==> config.mk <==
export PLATFORM = sky130hd
export DESIGN_NAME = vfsr_ctrl
export DESIGN_NICKNAME = d
export VERILOG_FILES = /design/src/core/vfsr_pkg.sv /design/src/core/vfsr_ctrl.sv /design/src/core/vfsr_shadow_pair.sv
export SDC_FILE = /design/constraint.sdc
export NUM_CORES = 1
export LEC_CHECK = 0
export ABC_AREA = 1
export BUFFER_PORTS_ARGS = -buffer_cell sky130_fd_sc_hd__buf_2
export CAP_MARGIN = 10
export CORE_MARGIN = 1
export CORE_UTILIZATION = 33
export DETAILED_ROUTE_END_ITERATION = 7
export SKIP_CTS_REPAIR_TIMING = 1
export SYNTH_ARGS = -nofsm -noshare
export SYNTH_HDL_FRONTEND = slang
export SYNTH_SLANG_ARGS = --single-unit
==> constraint.sdc <==
create_clock -name clock -period 2.2 [get_ports clock]
set_clock_uncertainty 0.1 [all_clocks]
set_input_delay 0.22 -clock clock [delete_from_list [all_inputs] [get_ports clock]]
set_output_delay 0.22 -clock clock [all_outputs]
set_load 0.02 [all_outputs]
==> src/core/vfsr_pkg.sv <==
// Purpose: Constants for the video filter shadow/reset control block
// Assumes: 32-bit AHB-Lite register bus, single 200 MHz clock
// Notes: Offsets are byte addresses of aligned words
package vfsr_pkg;
    // ==========================================================
    // Register offsets
    localparam logic [11:0] OFF_CONTROL = 12'h000;
    localparam logic [11:0] OFF_STATUS = 12'h004;
    localparam logic [11:0] OFF_ACTIVE_SIZE = 12'h020;
    localparam logic [11:0] OFF_STRENGTH = 12'h100;
    localparam logic [11:0] OFF_ACTIVE_SIZE_RB = 12'h024;
    localparam logic [11:0] OFF_STRENGTH_RB = 12'h104;
    // ==========================================================
    // Control bit positions
    localparam int CTL_ENABLE_BIT = 0;
    localparam int CTL_COMMIT_BIT = 1;
    localparam int CTL_FSYNC_BIT = 29;
    localparam int CTL_RESET_BIT = 30;
    // ==========================================================
    // Reset values and timing
    localparam logic [31:0] CONTROL_RESET = 32'h0000_0000;
    localparam logic [31:0] SIZE_RESET = 32'h0000_0000;
    localparam logic [31:0] STRENGTH_RESET = 32'h0000_0000;
    localparam int CLOCK_MHZ = 200;
    localparam int FSYNC_RESET_CYCLES = 32;
    localparam logic [1:0] HTRANS_NONSEQ = 2'h2;
    localparam logic [2:0] HSIZE_WORD = 3'h2;
    // Frame-synchronised reset sequencer states
    typedef enum logic [1:0] {FR_IDLE, FR_WAIT, FR_HOLD} vfsr_fr_state_type;
endpackage : vfsr_pkg

==> src/core/vfsr_ctrl.sv <==
// Purpose: Control side of a video smoothing filter: resets and shadow regs
// Assumes: One clock, synchronous active-low reset, AHB-Lite slave, OKAY only
// Notes: Stream datapath lives elsewhere; this block gates its valid/ready
`timescale 1ns/100ps
module vfsr_ctrl
    import vfsr_pkg::*;
#(
    parameter int RESET_CYCLES = vfsr_pkg::FSYNC_RESET_CYCLES
) (
    input wire logic clock,
    input wire logic rst_n,
    input wire logic hsel,
    input wire logic [31:0] haddr,
    input wire logic [1:0] htrans,
    input wire logic hwrite,
    input wire logic [2:0] hsize,
    input wire logic [31:0] hwdata,
    input wire logic hready,
    output logic hreadyout,
    output logic hresp,
    output logic [31:0] hrdata,
    input wire logic inSof,
    input wire logic inValid,
    input wire logic inReady,
    input wire logic inLast,
    input wire logic outValid,
    input wire logic outReady,
    output logic coreReset,
    output logic fifoFlush,
    output logic procEnable,
    output logic forceLow,
    output logic [31:0] strengthActive,
    output logic [31:0] sizeActive
);
    import vfsr_pkg::*;

    function automatic logic hit(input logic [11:0] a, input logic [11:0] off);
        hit = (a == off);
    endfunction : hit

    // ==========================================================
    // Bus address phase capture
    logic wrPend_q, wrPend_d, rdPend_q, rdPend_d;
    logic [11:0] addr_q, addr_d;
    logic [31:0] rdata_q, rdata_d;
    logic [31:0] control_q, control_d;
    vfsr_fr_state_type frState_q, frState_d;
    logic [5:0] frCount_q, frCount_d;
    logic inFrame_q, inFrame_d;
    logic waitSof_q, waitSof_d;
    logic softReset, commitNow, wrStrength, wrSize, sofBeat, eofBeat;
    logic [31:0] strengthHold, sizeHold;

    assign sofBeat = inSof && inValid && inReady;
    assign eofBeat = inLast && inValid && inReady && !inSof;

    // Accept single word transfers; data phase is always one cycle
    always_comb begin
        wrPend_d = 1'b0;
        rdPend_d = 1'b0;
        addr_d = addr_q;
        if (hsel && hready && htrans == HTRANS_NONSEQ && hsize == HSIZE_WORD) begin
            wrPend_d = hwrite;
            rdPend_d = !hwrite;
            addr_d = haddr[11:0];
        end
    end

    always_ff @(posedge clock) begin
        if (!rst_n) begin
            wrPend_q <= 1'b0;
            rdPend_q <= 1'b0;
            addr_q <= 12'h000;
        end else begin
            wrPend_q <= wrPend_d;
            rdPend_q <= rdPend_d;
            addr_q <= addr_d;
        end
    end

    // ==========================================================
    // Control register: enable, commit permission, fsync call, reset flag
    always_comb begin
        control_d = control_q;
        if (wrPend_q && hit(addr_q, OFF_CONTROL)) begin
            control_d = hwdata;
        end
        // Fsync request bit is a call: cleared when the sequencer takes it
        if (frState_q != FR_IDLE) control_d[CTL_FSYNC_BIT] = 1'b0;
        // Fsync reset also restores control, but not while a new write lands
        if (frState_q == FR_HOLD && frCount_q == 6'h00 && !wrPend_q) begin
            control_d = CONTROL_RESET;
        end
    end

    always_ff @(posedge clock) begin
        if (!rst_n) control_q <= CONTROL_RESET;
        else control_q <= control_d;
    end

    // ==========================================================
    // Frame tracking and frame-boundary reset sequencer
    always_comb begin
        inFrame_d = inFrame_q;
        if (sofBeat) inFrame_d = !(inLast && inValid);
        else if (eofBeat) inFrame_d = 1'b0;
        frState_d = frState_q;
        frCount_d = frCount_q;
        case (frState_q)
            FR_IDLE: begin
                if (control_q[CTL_FSYNC_BIT]) begin
                    // Idle stream: apply at once, else wait for frame end
                    // A closing beat in this very cycle counts as frame end,
                    // otherwise the call would sit until the next frame
                    frState_d = (inFrame_q && !eofBeat) ? FR_WAIT : FR_HOLD;
                    frCount_d = 6'(RESET_CYCLES - 1);
                end
            end
            FR_WAIT: begin
                // A stalled stream keeps us here; new SOF also ends the frame
                if (eofBeat || sofBeat) frState_d = FR_HOLD;
            end
            FR_HOLD: begin
                if (frCount_q == 6'h00) frState_d = FR_IDLE;
                else frCount_d = frCount_q - 6'h01;
            end
            default: frState_d = FR_IDLE;
        endcase
        if (softReset) inFrame_d = 1'b0;
    end

    always_ff @(posedge clock) begin
        if (!rst_n) begin
            frState_q <= FR_IDLE;
            frCount_q <= 6'h00;
            inFrame_q <= 1'b0;
        end else begin
            frState_q <= frState_d;
            frCount_q <= frCount_d;
            inFrame_q <= inFrame_d;
        end
    end

    // ==========================================================
    // Reset combine and resync after release
    assign softReset = control_q[CTL_RESET_BIT] || frState_q == FR_HOLD;

    always_comb begin
        waitSof_d = waitSof_q;
        if (softReset) waitSof_d = 1'b1;
        else if (sofBeat) waitSof_d = 1'b0;
    end

    always_ff @(posedge clock) begin
        if (!rst_n) waitSof_q <= 1'b0;
        else waitSof_q <= waitSof_d;
    end

    // Commit all shadow pairs on one SOF strobe, gated by permission
    assign commitNow = sofBeat && control_q[CTL_COMMIT_BIT] && !softReset;
    assign wrStrength = wrPend_q && hit(addr_q, OFF_STRENGTH);
    assign wrSize = wrPend_q && hit(addr_q, OFF_ACTIVE_SIZE);

    vfsr_shadow_pair #(.WIDTH(32), .RESET_VALUE(STRENGTH_RESET)) uStrength (
        .clock(clock),
        .rst_n(rst_n),
        .softReset(softReset),
        .load(wrStrength),
        .loadData(hwdata),
        .commit(commitNow),
        .holdValue(strengthHold),
        .activeValue(strengthActive)
    );

    vfsr_shadow_pair #(.WIDTH(32), .RESET_VALUE(SIZE_RESET)) uSize (
        .clock(clock),
        .rst_n(rst_n),
        .softReset(softReset),
        .load(wrSize),
        .loadData(hwdata),
        .commit(commitNow),
        .holdValue(sizeHold),
        .activeValue(sizeActive)
    );

    // ==========================================================
    // Read data: registered in the address phase's following cycle
    always_comb begin
        rdata_d = 32'h0000_0000;
        if (rdPend_d) begin
            case (haddr[11:0])
                OFF_CONTROL: rdata_d = control_q;
                OFF_STATUS: rdata_d = {28'h0000000, waitSof_q, inFrame_q,
                                       frState_q != FR_IDLE, softReset};
                OFF_STRENGTH: rdata_d = strengthHold;
                OFF_ACTIVE_SIZE: rdata_d = sizeHold;
                OFF_STRENGTH_RB: rdata_d = strengthActive;
                OFF_ACTIVE_SIZE_RB: rdata_d = sizeActive;
                default: rdata_d = 32'h0000_0000;
            endcase
        end
    end

    always_ff @(posedge clock) begin
        if (!rst_n) rdata_q <= 32'h0000_0000;
        else rdata_q <= rdata_d;
    end

    assign hrdata = rdata_q;
    assign hreadyout = 1'b1; // Zero wait states
    assign hresp = 1'b0; // Always OKAY

    // ==========================================================
    // Stream-side controls
    assign coreReset = softReset;
    assign fifoFlush = softReset;
    assign forceLow = softReset || waitSof_q;
    assign procEnable = control_q[CTL_ENABLE_BIT] && !forceLow;

    // Output handshake observed only by the datapath
    logic unusedOut;
    assign unusedOut = outValid & outReady;
endmodule : vfsr_ctrl

==> src/core/vfsr_shadow_pair.sv <==
// Purpose: Holding and active copy of one double-buffered parameter
// Assumes: Load and commit strobes from the control core
// Notes: Soft reset restores both copies
`timescale 1ns/100ps
module vfsr_shadow_pair #(
    parameter int WIDTH = 32,
    parameter logic [WIDTH-1:0] RESET_VALUE = '0
) (
    input wire logic clock,
    input wire logic rst_n,
    input wire logic softReset,
    input wire logic load,
    input wire logic [WIDTH-1:0] loadData,
    input wire logic commit,
    output logic [WIDTH-1:0] holdValue,
    output logic [WIDTH-1:0] activeValue
);
    logic [WIDTH-1:0] hold_q, hold_d, act_q, act_d;

    // ==========================================================
    // Next values: write hits holding copy only, commit copies over
    always_comb begin
        hold_d = hold_q;
        act_d = act_q;
        if (softReset) begin
            hold_d = RESET_VALUE;
            act_d = RESET_VALUE;
        end else begin
            if (load) hold_d = loadData;
            if (commit) act_d = hold_q;
        end
    end

    always_ff @(posedge clock) begin
        if (!rst_n) begin
            hold_q <= RESET_VALUE;
            act_q <= RESET_VALUE;
        end else begin
            hold_q <= hold_d;
            act_q <= act_d;
        end
    end

    assign holdValue = hold_q;
    assign activeValue = act_q;
endmodule : vfsr_shadow_pair

==> flow_metrics.tcl, run 1 <==
set metrics [dict create \
    final.min_clock_period_ns 2.12 \
    synth_top_area_cell "dfxtp_1" \
    grt_pass1_wl_mm 44.4 \
    cap_violations 0 \
    timing.critical_path.to_type "output pin" \
    seqCellArea_um2 4300 \
    finalSetupTns_ns 0 \
    path_clk_slew_ns 0.06 \
    leakage_nw 5.48 \
    worst_hold_path_type "in -> reg" \
    layout.core_utilization 0.426 \
    detail_route.vias_per_cell 4.74 \
    io_buffer_count 157 \
    layout-drive-gt1-share 0.190 \
    hold_viol 0 \
    global_route.overflow_total 0 \
    drc_errors 0 \
    fill_cells 2861 \
    achievable-frequency_mhz 472 \
    synth_area_leaders "dfxtp_1, nor2_1, nand3_1" \
    synth_enable_flop_cells 0 \
    post_synth_instance_area_um2 9370 \
    drv_slew 0 \
    ant_diodes 0 \
    instances_no_fill 1871 \
    vias 8865 \
    place.gp.congestion 0.775 \
    fin_nets 1557 \
    worst_slew_margin_rel 0.372 \
    worst_slack_ns 0.0824 \
    synth_cell_types 34 \
    area_of_the_multi_input_gates_um2 4220 \
    p_per_area_nw_per_um2 737 \
    average_wire_length_per_cell_after_detail_routing_um 15.2 \
    irDropWorstVdd_mv 0.480 \
    top_signal_layer_used "met4" \
    placedCellCount 1776 \
    synth_top_flop_cell "dfxtp_1" \
    remaining_number_of_nets_flagged_by_the_antenna_check_after_routing 0 \
    worst-setup-path-type "reg -> out" \
    synth-seq-area-share 0.459 \
    num_rows 61 \
    core_area_um2 27900 \
    die_y_um 171 \
    synth_top_cell_area_share 0.459 \
    drtPass1Iterations 7 \
    ys_ff_latch 215 \
    yosysWarningCount 0 \
    placement.setup.worst_slack_ns 0.214 \
    final_min_period_over_clock_period 0.963 \
    critPathLaunchType "flop" \
    worst-endpoint-arrival_ns 1.80 \
    drtIter0Drc 654 \
    clock-root-buffer "clkbuf_16" \
    groute.usage.overall 0.195 \
    cts_made_buffers 25 \
    grt_max_degree 71 \
    ys_async_sr_fraction 0 \
    dp_hpwl_mm 18.1 \
    area_growth_syn_to_layout_pct 26.6 \
    die-width_um 171 \
    cp_data_required_time_ns 1.88 \
    wl_met2_mm 13.2 \
    grt_antenna_before_repair 0 \
    synth_nets 1380 \
    outcome "finished clean" \
    routed_wirelength_mm 28.4 \
    grt_pass1_vias 8275 \
    max_slew.worst_pin.slew_ns 0.940 \
    fp.dieArea_um2 29100 \
    top_level_ports 182 \
    tritoncts "built" \
    floorplan.initialDensity 0.336 \
    post_synth_inst_count 1298 \
    met3_wirelength_mm 1.62 \
    synth.most_common_cell "nor2_1" \
    synth_common_cells "nor2_1, dfxtp_1, nand2_1" \
    worst_path_max_fanout 5 \
    cts.sink_count 215 \
    finalSetupViolCount 0 \
    syn_area_cell_um2 7.22 \
    clock_tree.buffer_depth 3 \
    cts_htree_levels 1 \
    drt-met1-wl_mm 13.1 \
    insertion_delay_ns 0.52 \
]
cells in the final DEF (no fill, tap or decap):
cell type      Yosys  layout
a21oi_1           84      84
a221oi_1           1       1
a31oi_1            2       2
buf_12             2       8
buf_2             48     156
buf_4             11      23
bufinv_16          0       4
clkbuf_1          19       3
clkbuf_16          0      25
clkbuf_8           0       5
clkinv_2           0       5
clkinv_4           0       1
clkinvlp_4         0       2
conb_1             2       2
dfxtp_1          215     215
dlygate4sd3_1      0      48
ha_1               2       2
inv_1            100     100
inv_2              6       6
inv_4              1       1
nand2_1          170     170
nand2_2            4       4
nand2_4            4       4
nand3_1          166     166
nand3_2            2       2
nand3b_1           2       2
nand4_1            2       2
nor2_1           256     253
nor2_2             6       6
nor2_4            24      27
nor2_8             2       2
nor3_1             8       8
nor3_2             1       1
nor3b_1            3       3
nor4_1             1       1
o21ai_0          147     147
o21ai_1            1       1
or2_2              1       1
critical path, stage by stage (launching register included):
cell	delay (ns)
dfxtp_1	0.34
inv_2	0.05
nand2_2	0.10
inv_2	0.08
nor2_4	0.13
inv_1	0.10
nor2_2	0.17
inv_1	0.07
nor2_1	0.08
buf_4	0.14
flip-flops by register name (all words and copies together) (netlist names):
name                   flops
uSize.activeValue         32
uSize.holdValue           32
addr_q                    12
frCount_q                  6
control_q                 32
wrPend_q                   1
inFrame_q                  1
waitSof_q                  1
frState_q                  2
uStrength.holdValue       32
hrdata                    32
uStrength.activeValue     32
cell type report:
class                           instances  area share
Multi-Input combinational cell        891       0.355
Clock buffer                           33      0.0595
Sequential cell                       215       0.363
Timing Repair Buffer                  235       0.134
Tap cell                              378      0.0399
Clock inverter                         12      0.0142
Inverter                              107      0.0341
routing by layer:
metal / track usage / up-vias
li1: - / 4532
met1: 0.249 / 4054
met2: 0.331 / 232
met3: 0.0361 / 47
met4: 0.0580 / 0
met5: 0 / -
metrics by stage:
| step | hold slack, ns | power [mW] | instance area [um^2] |
|---|---|---|---|
| 6_report | 0.00513 | 8.75 | 11900 |
| 5_1_grt | 0.0225 | 9.07 | 11900 |
| 4_1_cts | -0.197 | 8.78 | 11400 |
| 3_5_place_dp | 0.344 | 4.39 | 10500 |
| 3_3_place_gp | 0.340 | 4.39 | 10500 |
| 2_1_floorplan | 0.227 | 4.24 | 9370 |
where the power goes:
part	internal (mW)	switching [mW]	total, mW
clock network	2.72	1.65	4.37
logic	0.185	0.288	0.472
registers	3.90	0.00621	3.91
total	6.81	1.95	8.75
cells by family after synthesis:
family          after synthesis  share of synthesized area
other cells                   2                   0.000801
flops                       215                      0.459
buf+inv                     192                     0.0932
fa+ha+maj                     2                    0.00267
simple gates                652                      0.318
compound gates              235                      0.126
final timing paths:
path	startpoint	cells after the start	endpoint	slack, ns
worst min-delay path	inSof	4	waitSof_q	0.005
worst min register to register	addr_q[10]	2	addr_q[10]	0.35
worst max-delay path	frState_q[0]	9	procEnable	0.08
worst max register to register	frCount_q[0]	7	control_q[18]	0.22
Note: power is estimated with default switching activity, not from simulation.
==> inputs of run 2 (changes only) <==
Settings changed: CELL_PAD_IN_SITES_DETAIL_PLACEMENT set to 0, CELL_PAD_IN_SITES_GLOBAL_PLACEMENT set to 1, PLACE_DENSITY_LB_ADDON set to 0.1.
==> run 2 against run 1 <==
Via count shrank 1.2%. Flip-flop and latch count unchanged. Hold slack gained 0.11 ns. First-iteration DRC count decreased by 50%. Largest power group unchanged. Sequential power barely moved. Non-clock buffer count grew 8. Clock-buffer cell count up 6.
==> flow_metrics.tcl, run 2 (synthesized netlist as in run 1, its figures left out) <==
set metrics [dict create \
    path_cells "inv_2 > nand2_2 > inv_2 > nor2_4 > inv_2 > nor2_4 > inv_1 > nor2_1 > buf_4" \
    path_clk_slew_ns 0.06 \
    cp_data_required_time_ns 1.88 \
    worst-path-buf-inv 5 \
    grt_setup_unrepaired "false" \
    p_per_area_nw_per_um2 742 \
    max_slew.worst_pin.slew_ns 0.924 \
    grt_pass1_vias 8172 \
    io_buffer_count 157 \
    global_route.overflow_total 0 \
    drv_slew 0 \
    groute.usage.overall 0.202 \
    drtIter0Drc 327 \
    fin_nets 1567 \
    worst_path_max_fanout 5 \
    critPathLaunchType "flop" \
    achievable-frequency_mhz 490 \
    ant_diodes 0 \
    grt_antenna_before_repair 0 \
    fp.dieArea_um2 29100 \
    top_level_ports 182 \
    fill_cells 2927 \
    dp_hpwl_mm 18.9 \
    detail_route.vias_per_cell 4.65 \
    layout-drive-gt1-share 0.196 \
    outcome "finished clean" \
    clock_tree.buffer_depth 3 \
    layout.core_utilization 0.429 \
    area_of_the_multi_input_gates_um2 4220 \
    cell_occurring_most_often_along_the_worst_timing_path "inv_2" \
    num_rows 61 \
    timing.critical_path.to_type "output pin" \
    grt_max_degree 65 \
    area_growth_syn_to_layout_pct 27.5 \
    irDropWorstVdd_mv 0.480 \
    worst-endpoint-arrival_ns 1.72 \
    drtPass1Iterations 4 \
    seqCellArea_um2 4310 \
    slowest_stage "dfxtp_2" \
    average_wire_length_per_cell_after_detail_routing_um 15.8 \
    mostFrequentLayoutCell "nor2_1" \
    routed_wirelength_mm 29.7 \
    cts_made_buffers 27 \
    vias 8762 \
    floorplan.initialDensity 0.336 \
    core_area_um2 27900 \
    timing.critical_path.max_delay_family "simple AND/OR/NAND/NOR gates" \
    worst-setup-path-type "reg -> out" \
    clock-root-buffer "clkbuf_16" \
    cts_htree_levels 1 \
    remaining_number_of_nets_flagged_by_the_antenna_check_after_routing 0 \
    drc_errors 0 \
    grt_pass1_wl_mm 45.9 \
    tritoncts "built" \
    die_y_um 171 \
    hold_viol 0 \
    die-width_um 171 \
    cts.sink_count 215 \
    place.gp.congestion 0.761 \
    final.min_clock_period_ns 2.04 \
    critical-path-max-stage-delay_ns 0.33 \
    dpl-instance-area_um2 10500 \
    leakage_nw 5.54 \
    highest_count_cells_in_the_layout_ignoring_fill_and_taps "nor2_1, dfxtp_1, nand2_1" \
    cap_violations 0 \
    final_min_period_over_clock_period 0.927 \
    insertion_delay_ns 0.53 \
    worst_hold_path_type "in -> reg" \
    worst_slew_margin_rel 0.382 \
    finalSetupViolCount 0 \
    post-route-cell-area_um2 12000 \
]
run 2: cell count changes in the layout (fill, tap and decap cells not counted), moves of 2 or more:
cell	before	now
buf_4	23	31
bufinv_16	4	2
clkbuf_16	25	27
clkbuf_8	5	8
clkinv_2	5	7
clkinvlp_4	2	0
run 2: layout make-up:
| cell class | instances | share of cell area |
|---|---|---|
| Multi-Input combinational cell | 891 | 0.353 |
| Sequential cell | 215 | 0.360 |
| Clock buffer | 39 | 0.0670 |
| Tap cell | 378 | 0.0396 |
| Timing Repair Buffer | 243 | 0.138 |
| Inverter | 107 | 0.0338 |
| Clock inverter | 10 | 0.00869 |
run 2: worst paths after layout:
| check | start | end | slack [ns] | cells past startpoint |
|---|---|---|---|---|
| max | frState_q[0] | procEnable | 0.16 | 9 |
| min | hsize[0] | wrPend_q | 0.11 | 5 |
| max reg2reg | frCount_q[0] | control_q[27] | 0.20 | 7 |
| min reg2reg | addr_q[11] | addr_q[11] | 0.35 | 2 |
run 2: report_power, final:
part,internal (mW),switching (mW)
Combinational,0.188,0.291
Clock,2.74,1.73
Sequential,3.90,0.00655
run 2: worst reg2reg max path: stages (launching register included):
cell and delay [ns]:
dfxtp_1 0.36, inv_1 0.10, ha_1 0.21, nand4_1 0.13
nor3_1 0.09, nor2_4 0.70, nand2_1 0.12, nor2_1 0.13
run 2: per-layer routing:
metal  routed length, um  part of all wire  up-vias  GRT usage
li1                    -                 -     4554          -
met1               14100              0.47     3985      0.269
met2               13900              0.47      183      0.346
met3                1290             0.043       40     0.0278
met4                 427             0.014        0     0.0435
met5                   0                 0        -          0
run 2: stage by stage:
| step | hold slack [ns] | setup TNS, ns | total power [mW] | setup WS, ns | cells |
|---|---|---|---|---|---|
| 2_1_floorplan | 0.227 | 0 | 4.24 | 0.578 | 1298 |
| 3_3_place_gp | 0.338 | 0 | 4.41 | 0.227 | 1785 |
| 3_5_place_dp | 0.341 | 0 | 4.41 | 0.202 | 1785 |
| 4_1_cts | -0.194 | -0.0131 | 8.92 | -0.0131 | 1834 |
| 5_1_grt | 0.155 | 0 | 9.18 | 0.00713 | 1883 |
| 6_report | 0.113 | 0 | 8.86 | 0.160 | 1883 |
==> inputs of run 3 (changes only) <==
Settings changed: CORE_MARGIN 1 to 2.
==> run 3 against run 2 <==
The run now ends with negative hold slack left. Utilization fell by 0.39 points. Hold slack worse by 0.12 ns. Clock power shrank 13%. Maximum frequency decreased by 1.1%. Sequential power barely moved. Clock-buffer cell count shrank 1. Critical path type unchanged. Critical endpoint unchanged. Largest power group is now registers. Highest routed layer unchanged.
==> flow_metrics.tcl, run 3 (synthesized netlist as in run 1, its figures left out) <==
set metrics [dict create \
    cts_htree_levels 1 \
    fill_cells 2948 \
    layout-drive-gt1-share 0.189 \
    remaining_number_of_nets_flagged_by_the_antenna_check_after_routing 0 \
    timing.critical_path.to_type "output pin" \
    grt_pass1_vias 8306 \
    hp-start "inSof" \
    placedCellCount 1783 \
    highest_count_cells_in_the_layout_ignoring_fill_and_taps "nor2_1, dfxtp_1, nand2_1" \
    average_wire_length_per_cell_after_detail_routing_um 16.2 \
    timing.reg2reg.setup_slack_ns 0.24 \
    worst_slack_ns 0.138 \
    io_buffer_count 157 \
    switchingPower_mw 1.95 \
    ant_diodes 0 \
    fp.dieArea_um2 29800 \
    leakage_nw 5.47 \
    grt_antenna_before_repair 0 \
    worst_slew_margin_rel 0.515 \
    power_frac_clock 0.468 \
    critPathLaunchType "flop" \
    finalSetupTns_ns 0 \
    worstHoldEndpoint "waitSof_q" \
    cts_made_buffers 25 \
    cp_data_required_time_ns 1.88 \
    drtIter0Drc 609 \
    worst_path_max_fanout 5 \
    worst_hold_path_type "in -> reg" \
    critical-path-max-stage-delay_ns 0.33 \
    min_path_cells 4 \
    placement.setup.worst_slack_ns 0.179 \
    hold_viol 1 \
    top_level_ports 182 \
    layout.core_utilization 0.425 \
    finalSetupViolCount 0 \
    instances_no_fill 1875 \
    num_rows 61 \
    die-width_um 173 \
    internal_power_mw 6.35 \
    grt_pass1_wl_mm 47.0 \
    path_clk_slew_ns 0.06 \
    drv_slew 0 \
    clock-root-buffer "clkbuf_16" \
    insertion_delay_ns 0.53 \
    slowest_stage "dfxtp_1" \
    max_slew.worst_pin.slew_ns 0.727 \
    vias 8857 \
    p_per_area_nw_per_um2 701 \
    drc_errors 0 \
    grt_setup_unrepaired "false" \
    drtPass1Iterations 5 \
    cp-startpoint "frState_q[0]" \
    routed_wirelength_mm 30.5 \
    die_y_um 173 \
    detail_route.vias_per_cell 4.72 \
    fin_nets 1564 \
    area_growth_syn_to_layout_pct 26.4 \
    worst_reg_to_reg_path_cell_count 7 \
    core_area_um2 27900 \
    irDropWorstVdd_mv 0.452 \
    worst-endpoint-arrival_ns 1.74 \
    floorplan.initialDensity 0.336 \
    cap_violations 0 \
    cts.sink_count 215 \
    final.min_clock_period_ns 2.06 \
    dp_hpwl_mm 19.1 \
    groute.usage.overall 0.197 \
    grt_max_degree 65 \
    power.combinational.fraction 0.061 \
    mostFrequentLayoutCell "nor2_1" \
    final_min_period_over_clock_period 0.937 \
    critical_path.reg2reg.endpoint "control_q[5]" \
    worst-setup-path-type "reg -> out" \
    outcome "complete, but fails checks" \
    achievable-frequency_mhz 485 \
    share_seq_of_total_power 0.471 \
    path_cells "inv_2 > nand2_4 > inv_2 > nor2_4 > inv_1 > nor2_2 > inv_1 > nor2_1 > buf_4" \
    place.gp.congestion 0.747 \
    swShare 0.235 \
    violations "negative hold slack" \
    holdWs_ns -0.00516 \
    global_route.overflow_total 0 \
    tritoncts "built" \
    clock_tree.buffer_depth 3 \
    total_power_mw 8.30 \
    crit-reg2reg-launch "frCount_q[0]" \
]
-- run 3: stage by stage --
| stage | cell area, um^2 | hold WS (ns) |
|---|---|---|
| 3_3_place_gp | 10600 | 0.342 |
| 4_1_cts | 11300 | -0.189 |
| 5_1_grt | 11800 | 0.0236 |
| 6_report | 11800 | -0.00516 |
| 2_1_floorplan | 9370 | 0.227 |
| 3_5_place_dp | 10600 | 0.344 |
-- run 3: power groups by stage --
| stage | clock (mW) | combinational, mW | sequential, mW |
|---|---|---|---|
| floorplan | 0 | 0.242 | 3.99 |
| global placement | 0 | 0.432 | 3.99 |
| detailed placement | 0 | 0.430 | 3.99 |
| CTS | 4.00 | 0.432 | 3.91 |
| global route | 4.17 | 0.563 | 3.91 |
| finish | 3.89 | 0.508 | 3.91 |
-- run 3: layout make-up --
cell class	instances	area [um^2]	share of cell area
Sequential cell	215	4300	0.363
Tap cell	378	473	0.0399
Clock inverter	4	23.8	0.00201
Multi-Input combinational cell	892	4240	0.358
Inverter	107	405	0.0342
Clock buffer	38	724	0.0612
Timing Repair Buffer	241	1680	0.142
-- run 3: critical path: cells and delay by family (launching register included) --
family	cells	cell delay, ns
buffers and inverters	5	0.46
DFF	1	0.33
and+or+nand+nor	4	0.43
-- run 3: metal layers --
| layer | track usage | vias to the layer above | wire length, um | share of wire |
|---|---|---|---|---|
| li1 | - | 4549 | - | - |
| met1 | 0.268 | 4050 | 14100 | 0.46 |
| met2 | 0.333 | 221 | 14400 | 0.47 |
| met3 | 0.0273 | 37 | 1480 | 0.049 |
| met4 | 0.0434 | 0 | 498 | 0.016 |
| met5 | 0 | - | 0 | 0 |
-- run 3: worst max path at each step --
stage,endpoint,slack (ns),cells past startpoint
6_report,procEnable,0.14,9
5_1_grt,procEnable,0.03,9
2_1_floorplan,procEnable,0.58,8
3_3_place_gp,control_q[10],0.22,7
3_5_place_dp,control_q[5],0.18,7
4_1_cts,procEnable,0.01,9
